**config.mk**
```make
export PLATFORM = sky130hd
export DESIGN_NAME = sar_adc_sequencer
export DESIGN_NICKNAME = d
export VERILOG_FILES = /design/src/hdl/sar_adc_pkg.sv /design/src/hdl/sar_sync2.sv /design/src/hdl/sar_step_engine.sv /design/src/hdl/sar_adc_sequencer.sv
export VERILOG_INCLUDE_DIRS = /design/src /design/src/hdl
export SDC_FILE = /design/constraint.sdc
export NUM_CORES = 1
export LEC_CHECK = 0
export ABC_CLOCK_PERIOD_IN_PS = 2810
export BUFFER_PORTS_ARGS = -buffer_cell sky130_fd_sc_hd__buf_4
export CAP_MARGIN = 0
export CORE_MARGIN = 4
export CORE_UTILIZATION = 45
export DETAILED_ROUTE_END_ITERATION = 8
export MAX_ROUTING_LAYER = met4
export PLACE_DENSITY = 0.74
export RECOVER_POWER = 25
export SLEW_MARGIN = 20
export SYNTH_ARGS = -nofsm -noshare
export SYNTH_HDL_FRONTEND = slang
export SYNTH_SLANG_ARGS = --single-unit
```
**constraint.sdc**
```tcl
create_clock -name clk -period 2.81 [get_ports clk]
set_input_delay 0.4215 -clock clk [delete_from_list [all_inputs] [get_ports clk]]
set_output_delay 0.4215 -clock clk [all_outputs]
set_load 0.005 [all_outputs]
```
**src/hdl/sar_adc_regs.svh**
```systemverilog
// Purpose: register offsets, field positions, reset values and timing counts
// Assumes: byte addresses on a 32-bit classic Wishbone bus, 100 MHz clock
// Notes: registers are 8 bits wide in the low byte lane
`ifndef SAR_ADC_REGS_SVH
`define SAR_ADC_REGS_SVH

`define OFS_CONTROL      8'h00
`define OFS_RESULT       8'h04
`define OFS_IRQ_STATUS   8'h08
`define OFS_IRQ_MASK     8'h0c
`define OFS_IRQ_POLARITY 8'h10

`define CTRL_CHAN_LSB    0
`define CTRL_DONE_BIT    3
`define CTRL_LADDER_BIT  4
`define POL_SRC_BIT      7
`define IRQ_CONV_BIT     0

`define CTRL_RESET       8'h08
`define RESULT_RESET     8'h00
`define IRQ_RESET        8'h00

`define CLK_PERIOD_NS    10
`define CONV_MAX_NS      12500
`define CONV_MAX_CYCLES  (`CONV_MAX_NS / `CLK_PERIOD_NS)
`define SETTLE_NS        40
`define SETTLE_CYCLES    ((`SETTLE_NS + `CLK_PERIOD_NS - 1) / `CLK_PERIOD_NS)

`endif

```
**src/hdl/sar_adc_pkg.sv**
```systemverilog
// Purpose: types shared by the converter sequencer and its bench
// Assumes: classic Wishbone with 8-bit byte address
// Notes: constants live in sar_adc_regs.svh
package sar_adc_pkg;

  typedef enum logic [4:0] {
    ST_IDLE   = 5'b00001,
    ST_CLEAR  = 5'b00010,
    ST_SET    = 5'b00100,
    ST_SETTLE = 5'b01000,
    ST_DECIDE = 5'b10000
  } conv_state_t;

  typedef struct packed {
    logic        cyc;
    logic        stb;
    logic        we;
    logic [7:0]  adr;
    logic [3:0]  sel;
    logic [31:0] dat;
  } wb_req_t;

  typedef struct packed {
    logic        ack;
    logic [31:0] dat;
  } wb_rsp_t;

  typedef struct packed {
    logic       ladder_connect;
    logic [1:0] channel;
    logic [3:0] analog_enable;
    logic [7:0] trial_code;
  } analog_ctl_t;

endpackage : sar_adc_pkg

```
**src/hdl/sar_sync2.sv**
```systemverilog
// Purpose: two-flop synchroniser for a level from outside the clock domain
// Assumes: single clock, synchronous active-high reset
// Notes: first stage feeds the second stage only
`timescale 1ns/100ps
module sar_sync2 (
  // system
  input  wire logic clk,
  input  wire logic reset,
  // level
  input  wire logic din,
  output logic      dout
);
  logic meta_q;

  always_ff @(posedge clk)
  begin
    if (reset)
    begin
      meta_q <= 1'b0;
      dout   <= 1'b0;
    end
    else
    begin
      meta_q <= din;
      dout   <= meta_q;
    end
  end
endmodule : sar_sync2

```
**src/hdl/sar_step_engine.sv**
```systemverilog
// Purpose: successive-approximation trial register
// Assumes: sequencer issues clear, then set/decide per bit from the top
// Notes: code_q drives the comparison ladder directly
`timescale 1ns/100ps
module sar_step_engine #(
  parameter int W = 8
) (
  // system
  input  wire logic         clk,
  input  wire logic         reset,
  // steps
  input  wire logic         clear,
  input  wire logic         set_bit,
  input  wire logic         decide,
  input  wire logic         keep,
  // state
  output logic [W-1:0]      code_q,
  output logic [$clog2(W)-1:0] idx_q,
  output logic              last
);
  assign last = (idx_q == '0);

  always_ff @(posedge clk)
  begin
    if (reset)
      code_q <= '0;
    else if (clear)
      code_q <= '0;
    else if (set_bit)
      code_q[idx_q] <= 1'b1;
    else if (decide && !keep)
      code_q[idx_q] <= 1'b0;
  end

  always_ff @(posedge clk)
  begin
    if (reset || clear)
      idx_q <= ($clog2(W))'(W - 1);
    else if (decide && !last)
      idx_q <= idx_q - 1'b1;
  end
endmodule : sar_step_engine

```
**src/hdl/sar_adc_sequencer.sv**
```systemverilog
// Purpose: 8-bit successive-approximation converter control with Wishbone registers
// Assumes: comparator and ladder are analog; comparator output is asynchronous
// Notes: offsets and fields in sar_adc_regs.svh
//
// Notes on behaviour
// - two low control bits pick analog input
// - writing zero to done bit starts
// - done bit low while converting, then high
// - ladder bit connects reference ladder to supply
// - trial code selects one of 256 steps
// - result cleared before any trial
// - first trial sets the top bit
// - keep bit if level below input
// - finish within 50 machine cycles
// - request bit set with done bit
// - source select routes completion to request
// - start does not clear request bit
// - result register is read-only
`timescale 1ns/100ps
`include "sar_adc_regs.svh"
module sar_adc_sequencer #(
  parameter int SETTLE_CYC = `SETTLE_CYCLES
) (
  // system
  input  wire logic                      clk,
  input  wire logic                      reset,
  // register bus
  input  wire sar_adc_pkg::wb_req_t      wb_req,
  output sar_adc_pkg::wb_rsp_t           wb_rsp,
  // analog side
  input  wire logic                      level_below_input,
  input  wire logic                      shared_ext_interrupt_three,
  output sar_adc_pkg::analog_ctl_t       analog_ctl,
  // interrupt
  output logic                           irq
);
  import sar_adc_pkg::*;

  function automatic logic hit(input logic [7:0] adr, input logic [7:0] ofs);
    hit = (adr[7:2] == ofs[7:2]);
  endfunction : hit

  function automatic logic [3:0] chan_onehot(input logic [1:0] ch);
    chan_onehot = 4'h1 << ch;
  endfunction : chan_onehot

  conv_state_t st_q;
  logic        ack_q;
  logic [31:0] rdat_q;
  logic [1:0]  chan_q;
  logic        ladder_q;
  logic        done_q;
  logic        src_sel_q;
  logic [7:0]  result_q;
  logic [7:0]  stat_q;
  logic [7:0]  mask_q;
  logic [3:0]  aen_q;
  logic        irq_q;
  logic [3:0]  settle_q;
  logic        keep_s;
  logic        ext_s;
  logic        ext_prev_q;
  logic [7:0]  code;
  logic [2:0]  idx;
  logic        last;
  logic        req_go;
  logic        wr_go;
  logic        rd_go;
  logic        start;
  logic        finish;
  logic        ext_event;
  logic [7:0]  stat_set;

  assign req_go = wb_req.cyc && wb_req.stb && !ack_q;
  assign wr_go  = req_go && wb_req.we && wb_req.sel[0];
  assign rd_go  = req_go && !wb_req.we;
  // a write of zero to the done bit is the start command
  assign start  = wr_go && hit(wb_req.adr, `OFS_CONTROL)
                  && !wb_req.dat[`CTRL_DONE_BIT];
  assign finish = (st_q == ST_DECIDE) && last;
  assign ext_event = ext_s && !ext_prev_q && !src_sel_q;
  assign stat_set  = {7'h00, (finish && src_sel_q) || ext_event};

  // comparator and external request cross in from the analog side
  sar_sync2 u_cmp_sync (
    .clk   (clk),
    .reset (reset),
    .din   (level_below_input),
    .dout  (keep_s)
  );

  sar_sync2 u_ext_sync (
    .clk   (clk),
    .reset (reset),
    .din   (shared_ext_interrupt_three),
    .dout  (ext_s)
  );

  sar_step_engine #(
    .W (8)
  ) u_engine (
    .clk     (clk),
    .reset   (reset),
    .clear   (st_q == ST_CLEAR),
    .set_bit (st_q == ST_SET),
    .decide  (st_q == ST_DECIDE),
    .keep    (keep_s),
    .code_q  (code),
    .idx_q   (idx),
    .last    (last)
  );

  // sequencer
  always_ff @(posedge clk)
  begin
    if (reset)
      st_q <= ST_IDLE;
    else if (start)
      st_q <= ST_CLEAR;
    else
    begin
      case (st_q)
        ST_IDLE:   st_q <= ST_IDLE;
        ST_CLEAR:  st_q <= ST_SET;
        ST_SET:    st_q <= ST_SETTLE;
        ST_SETTLE: st_q <= (settle_q == 4'h0) ? ST_DECIDE : ST_SETTLE;
        ST_DECIDE: st_q <= last ? ST_IDLE : ST_SET;
        default:   st_q <= ST_IDLE;
      endcase
    end
  end

  // wait is SETTLE_CYC cycles from the ladder step; the comparator synchroniser delay falls within it
  always_ff @(posedge clk)
  begin
    if (reset || st_q == ST_SET)
      settle_q <= 4'(SETTLE_CYC - 1);
    else if (settle_q != 4'h0)
      settle_q <= settle_q - 4'h1;
  end

  // control register
  always_ff @(posedge clk)
  begin
    if (reset)
    begin
      chan_q   <= 2'(`CTRL_RESET >> `CTRL_CHAN_LSB);
      ladder_q <= 1'b0;
    end
    else if (wr_go && hit(wb_req.adr, `OFS_CONTROL))
    begin
      chan_q   <= wb_req.dat[`CTRL_CHAN_LSB +: 2];
      ladder_q <= wb_req.dat[`CTRL_LADDER_BIT];
    end
  end

  always_ff @(posedge clk)
  begin
    if (reset)
      done_q <= 1'(`CTRL_RESET >> `CTRL_DONE_BIT);
    else if (start)
      done_q <= 1'b0;
    else if (finish)
      done_q <= 1'b1;
  end

  // result is cleared on start and loaded on finish; bus writes never reach it
  always_ff @(posedge clk)
  begin
    if (reset)
      result_q <= `RESULT_RESET;
    else if (start)
      result_q <= 8'h00;
    else if (finish)
      result_q <= {code[7:1], keep_s ? code[0] : 1'b0};
  end

  // interrupt polarity, status and mask
  always_ff @(posedge clk)
  begin
    if (reset)
    begin
      src_sel_q <= 1'b0;
      mask_q    <= `IRQ_RESET;
    end
    else if (wr_go)
    begin
      if (hit(wb_req.adr, `OFS_IRQ_POLARITY))
        src_sel_q <= wb_req.dat[`POL_SRC_BIT];
      if (hit(wb_req.adr, `OFS_IRQ_MASK))
        mask_q <= wb_req.dat[7:0];
    end
  end

  // set wins over read-clear; start leaves the request alone
  always_ff @(posedge clk)
  begin
    if (reset)
      stat_q <= `IRQ_RESET;
    else if (rd_go && hit(wb_req.adr, `OFS_IRQ_STATUS))
      stat_q <= stat_set;
    else
      stat_q <= stat_q | stat_set;
  end

  always_ff @(posedge clk)
  begin
    if (reset)
    begin
      ext_prev_q <= 1'b0;
      irq_q      <= 1'b0;
      aen_q      <= 4'h1;
    end
    else
    begin
      ext_prev_q <= ext_s;
      irq_q      <= |((stat_q | stat_set) & mask_q);
      aen_q      <= chan_onehot(chan_q);
    end
  end

  // bus answer: one wait state, unmapped reads return zero
  always_ff @(posedge clk)
  begin
    if (reset)
    begin
      ack_q  <= 1'b0;
      rdat_q <= 32'h0000_0000;
    end
    else
    begin
      ack_q  <= req_go;
      rdat_q <= 32'h0000_0000;
      if (rd_go)
      begin
        if (hit(wb_req.adr, `OFS_CONTROL))
          rdat_q[7:0] <= {3'h0, ladder_q, done_q, 1'b0, chan_q};
        else if (hit(wb_req.adr, `OFS_RESULT))
          rdat_q[7:0] <= result_q;
        else if (hit(wb_req.adr, `OFS_IRQ_STATUS))
          rdat_q[7:0] <= stat_q | stat_set;
        else if (hit(wb_req.adr, `OFS_IRQ_MASK))
          rdat_q[7:0] <= mask_q;
        else if (hit(wb_req.adr, `OFS_IRQ_POLARITY))
          rdat_q[7:0] <= {src_sel_q, 7'h00};
      end
    end
  end

  assign wb_rsp = '{ack: ack_q, dat: rdat_q};
  assign irq    = irq_q;
  // code picks one of 256 ladder taps
  assign analog_ctl = '{ladder_connect: ladder_q, channel: chan_q,
                        analog_enable: aen_q, trial_code: code};

  // checking helpers
  logic [10:0] busy_cnt_q;
  logic [2:0]  dec_idx_q;
  always_ff @(posedge clk)
  begin
    if (reset || start)
      busy_cnt_q <= 11'h000;
    else if (st_q != ST_IDLE)
      busy_cnt_q <= busy_cnt_q + 11'h001;
    dec_idx_q <= idx;
  end
endmodule : sar_adc_sequencer

```
-- After elaboration in Yosys (flattened, before gate mapping)
Index checks and enable logic that the tools add are counted.
- $add $sub $neg: 2
- order comparisons: 2
- eq/ne operators: 8
- shift operators: 1
- multiplexer cells: 17
- bitwise gates (word level): 6
- reduce and logical (&&, ||, !) cells: 39
- operators by type and width (cell ; number):
    $mux 8 ; 7
    $pmux 5 s4 ; 1
    $and 8x8->8 ; 2
    $logic_and 1x1->1 ; 15
    $eq 6x2->1 const B ; 2
    $not 8->8 ; 1
    $or 8x1->8 ; 1
    $or 8x8->8 ; 1
    $reduce_or 2->1 ; 4
    $reduce_or 8->1 ; 1
    $logic_not 1->1 ; 7
    $eq 6x1->1 const B ; 1
    $eq 6x3->1 const B ; 1
    $logic_not 6->1 ; 1
    $eq 5x2->1 const B ; 1
    $eq 5x3->1 const B ; 1
    $eq 5x4->1 const B ; 1
    $eq 5x5->1 const B ; 1
    $mux 1 ; 5
    $mux 5 ; 1
    $logic_not 4->1 ; 1
    $lt 3x4->1 const B ; 1
    $reduce_and 2->1 ; 2
    $reduce_bool 2->1 ; 2
    12 further kinds ; 14
- register bits after elaboration: 92
- output and inout port bits: 49
- word-level logic and storage cells: 99

-- Longest topological paths before layout
Gate-level depths: netlist of run 1.
- depth after elaboration: 8
- mapped depth: 8

-- Cells and area by module
From an unflattened synthesis of run 1, not the netlist that was laid out.
- cells, all modules: 305
- area total of the unflattened synthesis: 2753.9 um2
- by module, submodules not included (module ; times used ; cells an instance ; area an instance (um2) ; seq. area each (um2)):
    sar_adc_sequencer ; 1 ; 236 ; 2134.5 ; 920.9
    sar_step_engine ; 1 ; 61 ; 514.2 ; 220.2
    sar_sync2 ; 2 ; 4 ; 52.6 ; 40.0

-- Least setup slack after synthesis of run 1
Ideal clock, no wire load.
- path kind: input -> register
- from: in wb_req[40] (netlist bit)
- to: reg rdat_q[2]
- library setup time: 0.064 ns
- arrival time: 1.750 ns
- data required time: 2.746 ns
- slack: 0.996 ns
- cell stages on the path: 4
- path buffers: 0
- cell sequence: or4_4 > or4_4 > or2_4 > nor2_1
- cells in the longest elaborated chain, start to end: 4
- ends and longest elaborated chain (item ; line ; RTL):
    start, declared ; sar_adc_sequencer.sv:28 ; input wire sar_adc_pkg::wb_req_t wb_req,
    $eq 6x2->1 ; sar_adc_sequencer.sv:40 ; hit = (adr[7:2] == ofs[7:2]);
    $mux 8 ; sar_adc_sequencer.sv:242 ; else if (hit(wb_req.adr, `OFS_IRQ_MASK))
    $mux 8 ; sar_adc_sequencer.sv:240 ; else if (hit(wb_req.adr, `OFS_IRQ_STATUS))
    $mux 8 ; sar_adc_sequencer.sv:238 ; else if (hit(wb_req.adr, `OFS_RESULT))
    end signal, assigned ; sar_adc_sequencer.sv:239 ; rdat_q[7:0] <= result_q;
    end signal, assigned ; sar_adc_sequencer.sv:241 ; rdat_q[7:0] <= stat_q | stat_set;
    end signal, assigned ; sar_adc_sequencer.sv:243 ; rdat_q[7:0] <= mask_q;
    end, declared ; sar_adc_sequencer.sv:49 ; logic [31:0] rdat_q;
Parallel ways exist; a longest one is shown, timed or not.
A chain may end at the register's enable or synchronous reset.

==> flow_metrics.tcl, run 1 <==
set metrics [dict create \
    instances_no_fill 416 \
    drv_slew 0 \
    dr.pass1.iters 4 \
    rows 28 \
    cts_sinks 61 \
    path_class "input pin to flop" \
    vdd_drop_max_uv 303 \
    placedCellCount 400 \
    wl_met1_mm 2.43 \
    initial_core_util 0.462 \
    worstSkewPairLatency_ns 0.34 \
    ctsRootBufferMaster "clkbuf_8" \
    synthMuxAreaShare 0.0919 \
    grt_pass1_vias 1997 \
    status "finished clean" \
    syn_area_per_cell_um2 9.37 \
    top_layer "met4" \
    fmax_mhz 521 \
    antennaDiodeCount 0 \
    antenna_found_initial 0 \
    hold_viol_final 0 \
    period_minus_slack_ns 1.92 \
    crit_fanout 27 \
    finalSetupViolCount 0 \
    rsz0062_at_grt "no" \
    grt_start_max_net_pins 28 \
    worstMarginPinSlew_ns 1.19 \
    avgRoutedWirePerCell_um 14.0 \
    grt_pass1_wl_mm 9.43 \
    wirelength_mm 5.84 \
    final-seq-area_um2 1220 \
    layout_common_cells "dfxtp_1, buf_4, nor2_1, mux2i_1, conb_1" \
    seq_area_frac_synth 0.446 \
    fill_cells 516 \
    viasPerCell 5.10 \
    gp_congestion 0.821 \
    dr_wl_met3_um 395 \
    synth_fa_ha_area_frac 0.0183 \
    core_um2 5920 \
    route.met2.wl_mm 2.91 \
    syn_to_final_growth_pct 18.3 \
    power_density_nw_per_um2 577 \
    drcViolationCount 0 \
    netlist.area_leader.share 0.446 \
    cts_hold_buf 0 \
    synthArstFlopShare 0 \
    clkTransAtPathRegs_ns 0.06 \
    layout-drive-gt1-share 0.217 \
    drt_iter0_markers 88 \
    synth_flop_cell "dfxtp_1" \
    ios 100 \
    worstPathArrival_ns 2.12 \
    synth_area_leaders "dfxtp_1, mux2i_1, buf_4" \
    io_buffers 46 \
    ant_nets 0 \
    overflow 0 \
    synthSimpleGateAreaFrac 0.209 \
    critPathCaptureType "flop" \
    die-area_um2 7390 \
    synth_edf_count 0 \
    die_w_um 86.0 \
    relSlewSlack 0.208 \
    clockBufferDepth 2 \
    postCtsSetupBuffers 0 \
    grt_usage 0.166 \
    synth_top_family_by_area "simple AND/OR/NAND/NOR gates" \
    cellLeakagePower_nw 1.32 \
    synth-seq-cells 61 \
    tns_ns 0 \
    multiInputGateArea_um2 1300 \
    post_cts_resized 0 \
    fin_worst_skew_ns 0.00688 \
    die_y_um 86.0 \
    synth_cell_types 46 \
    layout_commonest_cell "dfxtp_1" \
    synth_area_um2 2740 \
    period_share 0.683 \
    synth_xor_area_frac 0.0128 \
    drv_cap 0 \
    cts-buffers-inserted 9 \
    final_nets 391 \
    ys.warnings.count 0 \
    synthCells 292 \
    cts_tree "done" \
    synth_compound_area_frac 0.109 \
    post-dp-hpwl_mm 4.22 \
    htree_levels 3 \
    start_kind "input pin" \
    hold_class "input pin to flop" \
    cp.required_ns 3.01 \
    vias 2123 \
    synth_area_leader_cell "dfxtp_1" \
]
[power breakdown]
| part | internal [mW] | total [mW] | switching [mW] |
|---|---|---|---|
| Sequential | 0.880 | 0.890 | 0.00921 |
| Combinational | 0.0515 | 0.119 | 0.0678 |
| Clock | 0.531 | 0.860 | 0.330 |
| Total | 1.46 | 1.87 | 0.407 |
[synthesized netlist by cell type, types with 2 or more instances]
cell and instances:
nor2b_1 9, a211oi_1 7, nor2_1 33, buf_4 28
nor4_1 5, ha_1 4, xnor2_1 4, or4_4 2
clkbuf_1 7, inv_1 10, o211ai_1 4, o21ai_0 6
mux2i_1 24, nand2b_1 4, or3_1 2, a311oi_1 2
or3_2 3, nand2_1 10, dfxtp_1 61, a21oi_1 8
nand3_1 9, and3_1 3, nand4_1 2, nor3_1 10
a31oi_1 10, nor3b_1 4, a41oi_1 2
[cells by family (layout without fill, tap and decap cells)]
group | count (synthesis) | in the layout
compound gates | 45 | 45
simple gates | 104 | 104
mux | 25 | 25
buf+inv | 48 | 74
fa+ha+maj | 4 | 4
other cells | 1 | 24
flops | 61 | 61
xor+xnor | 4 | 4
[area by class of cell]
cell class / instances / area share
multi-input cells: 206 / 0.401
flip-flops and latches: 61 / 0.377
repair buffers: 48 / 0.110
clock buffers: 14 / 0.0595
well taps: 75 / 0.0290
clock inverters: 2 / 0.0116
inverters: 10 / 0.0116
[per-stage QoR]
step	worst slack (ns)	instance area (um2)	total power [mW]	utilization	hold slack, ns
2_1_floorplan	0.996	2820	1.01	-	0.414
3_3_place_gp	0.783	3010	1.02	0.508	0.425
3_5_place_dp	0.751	3010	1.03	0.508	0.424
4_1_cts	1.05	3240	1.88	0.547	0.289
5_1_grt	0.685	3240	1.94	0.547	0.308
6_report	0.891	3240	1.87	0.547	0.294
[critical path: stages]
cell	delay (ns)
clkbuf_1	0.85
inv_1	0.40
nand2_1	0.35
a211oi_1	0.09
[layer usage]
metal,global-route usage,vias to the layer above
met5,-,-
met4,0.0590,0
met3,0.0500,10
met2,0.283,69
met1,0.183,978
li1,-,1066
[worst paths after layout]
kind                                                   start                           end  slack (ns)  cells past startpoint
worst min register to register  u_ext_sync.meta_q$_SDFF_PP0_    u_ext_sync.dout$_SDFF_PP0_        0.44                      1
worst min-delay path              shared_ext_interrupt_three  u_ext_sync.meta_q$_SDFF_PP0_        0.29                      2
worst max register to register      settle_q[0]$_SDFFE_PP1P_      settle_q[1]$_SDFFE_PP1P_        1.07                      5
worst max-delay path                                   reset                          flop        0.89                      4
Note: power is estimated with default switching activity, not from simulation.
==> run 2: changes to the inputs <==
Settings changed: ABC_CLOCK_PERIOD_IN_PS 2810 to 1820.
Clock period 2.81 ns to 1.82 ns, I/O delays scaled along.
==> flow_metrics.tcl, run 2 (synthesis gave the netlist of run 1 again) <==
set metrics [dict create \
    syn_to_final_growth_pct 23.3 \
    clockBufferDepth 2 \
    ant_nets 0 \
    multiInputGateArea_um2 1300 \
    critPathCaptureType "flop" \
    overflow 0 \
    post-dp-hpwl_mm 4.40 \
    antennaDiodeCount 0 \
    period_minus_slack_ns 1.61 \
    final-seq-area_um2 1220 \
    placedCellCount 420 \
    antenna_found_initial 0 \
    grt_start_max_net_pins 19 \
    reg2reg_slack_ns 0.21 \
    start_kind "flop" \
    reg2reg_depth 5 \
    clkTransAtPathRegs_ns 0.07 \
    cts-buffers-inserted 9 \
    worstSkewPairLatency_ns 0.35 \
    avgRoutedWirePerCell_um 14.0 \
    drv_slew 0 \
    vdd_drop_max_uv 662 \
    vias 2263 \
    status "finished clean" \
    dr.pass1.iters 4 \
    cts_tree "done" \
    die_w_um 86.0 \
    layout_commonest_cell "dfxtp_1" \
    path_class "flop to flop" \
    layout-drive-gt1-share 0.255 \
    die-area_um2 7390 \
    cp.required_ns 2.06 \
    relSlewSlack 0.436 \
    rsz0062_at_grt "no" \
    viasPerCell 5.19 \
    fin_worst_skew_ns 0.00840 \
    finalSetupViolCount 0 \
    postCtsSetupBuffers 0 \
    fill_cells 517 \
    worstMarginPinSlew_ns 0.846 \
    post_cts_resized 0 \
    cellLeakagePower_nw 1.41 \
    crit_fanout 10 \
    worstPathArrival_ns 1.85 \
    grt_pass1_wl_mm 9.87 \
    drv_cap 0 \
    initial_core_util 0.462 \
    tns_ns 0 \
    ios 100 \
    htree_levels 3 \
    hold_viol_final 0 \
    hold_class "input pin to flop" \
    cts_sinks 61 \
    final_nets 411 \
    period_share 0.882 \
    core_um2 5920 \
    wirelength_mm 6.09 \
    grt_usage 0.174 \
    fmax_mhz 623 \
    io_buffers 46 \
    die_y_um 86.0 \
    rows 28 \
    fin_util 0.570 \
    grt_pass1_vias 2112 \
    drcViolationCount 0 \
    cts_hold_buf 0 \
    layout_common_cells "dfxtp_1, buf_4, nor2_1, mux2i_1, conb_1" \
    p_total_mw 2.92 \
    instances_no_fill 436 \
    ctsRootBufferMaster "clkbuf_8" \
    power_density_nw_per_um2 866 \
    drt_iter0_markers 73 \
    gp_congestion 0.882 \
    hold_depth 2 \
]
-- run 2: cell types whose count changed in the layout (fill, tap and decap cells not counted) --
cell and change:
buf_4 +17, clkbuf_8 -4, clkbuf_1 +2, clkinv_2 +2, bufinv_16 +1, clkbuf_4 +1
clkinv_4 +1
-- run 2: cell type report --
class,instances,area share
clock inverter,6,0.0256
inverter,10,0.0111
timing repair buffer,68,0.148
clock buffer,10,0.0408
tap,75,0.0278
multi-input combinational,206,0.385
sequential,61,0.362
-- run 2: layer usage --
layer	wire [um]	vias to the layer above	global-route usage
met2	3040	87	0.288
met4	131	0	0.0806
met3	417	15	0.0442
li1	-	1110	-
met1	2500	1051	0.197
met5	0	-	-
-- run 2: where the power goes --
part / total [mW] / switching (mW) / internal, mW
sequential: 1.37 / 0.0135 / 1.36
clock: 1.35 / 0.547 / 0.805
combinational: 0.196 / 0.106 / 0.0907
total: 2.92 / 0.666 / 2.25
-- run 2: per-stage QoR --
stage	setup WS, ns	hold WS [ns]	cell area [um2]
after floorplan	0.155	0.401	2820
after global routing	0.0356	0.153	3370
after global placement	0.000631	0.422	3160
after detailed placement	-0.00650	0.429	3160
final	0.215	0.137	3370
after CTS	0.215	0.133	3380
-- run 2: final timing paths --
check / from / endpoint
min: shared_ext_interrupt_three / u_ext_sync.meta_q$_SDFF_PP0_
max reg2reg: st_q[0]$_SDFF_PP1_ / result_q[6]$_SDFFE_PP0P_
max: st_q[0]$_SDFF_PP1_ / result_q[6]$_SDFFE_PP0P_
min reg2reg: u_cmp_sync.meta_q$_SDFF_PP0_ / u_cmp_sync.dout$_SDFF_PP0_
-- run 2: worst max-delay path, cell delays in order (launching register included) --
cell and delay (ns):
dfxtp_1 0.40, or3_1 0.40, nor3_1 0.20, buf_4 0.23, mux2i_1 0.22, nor2_1 0.06
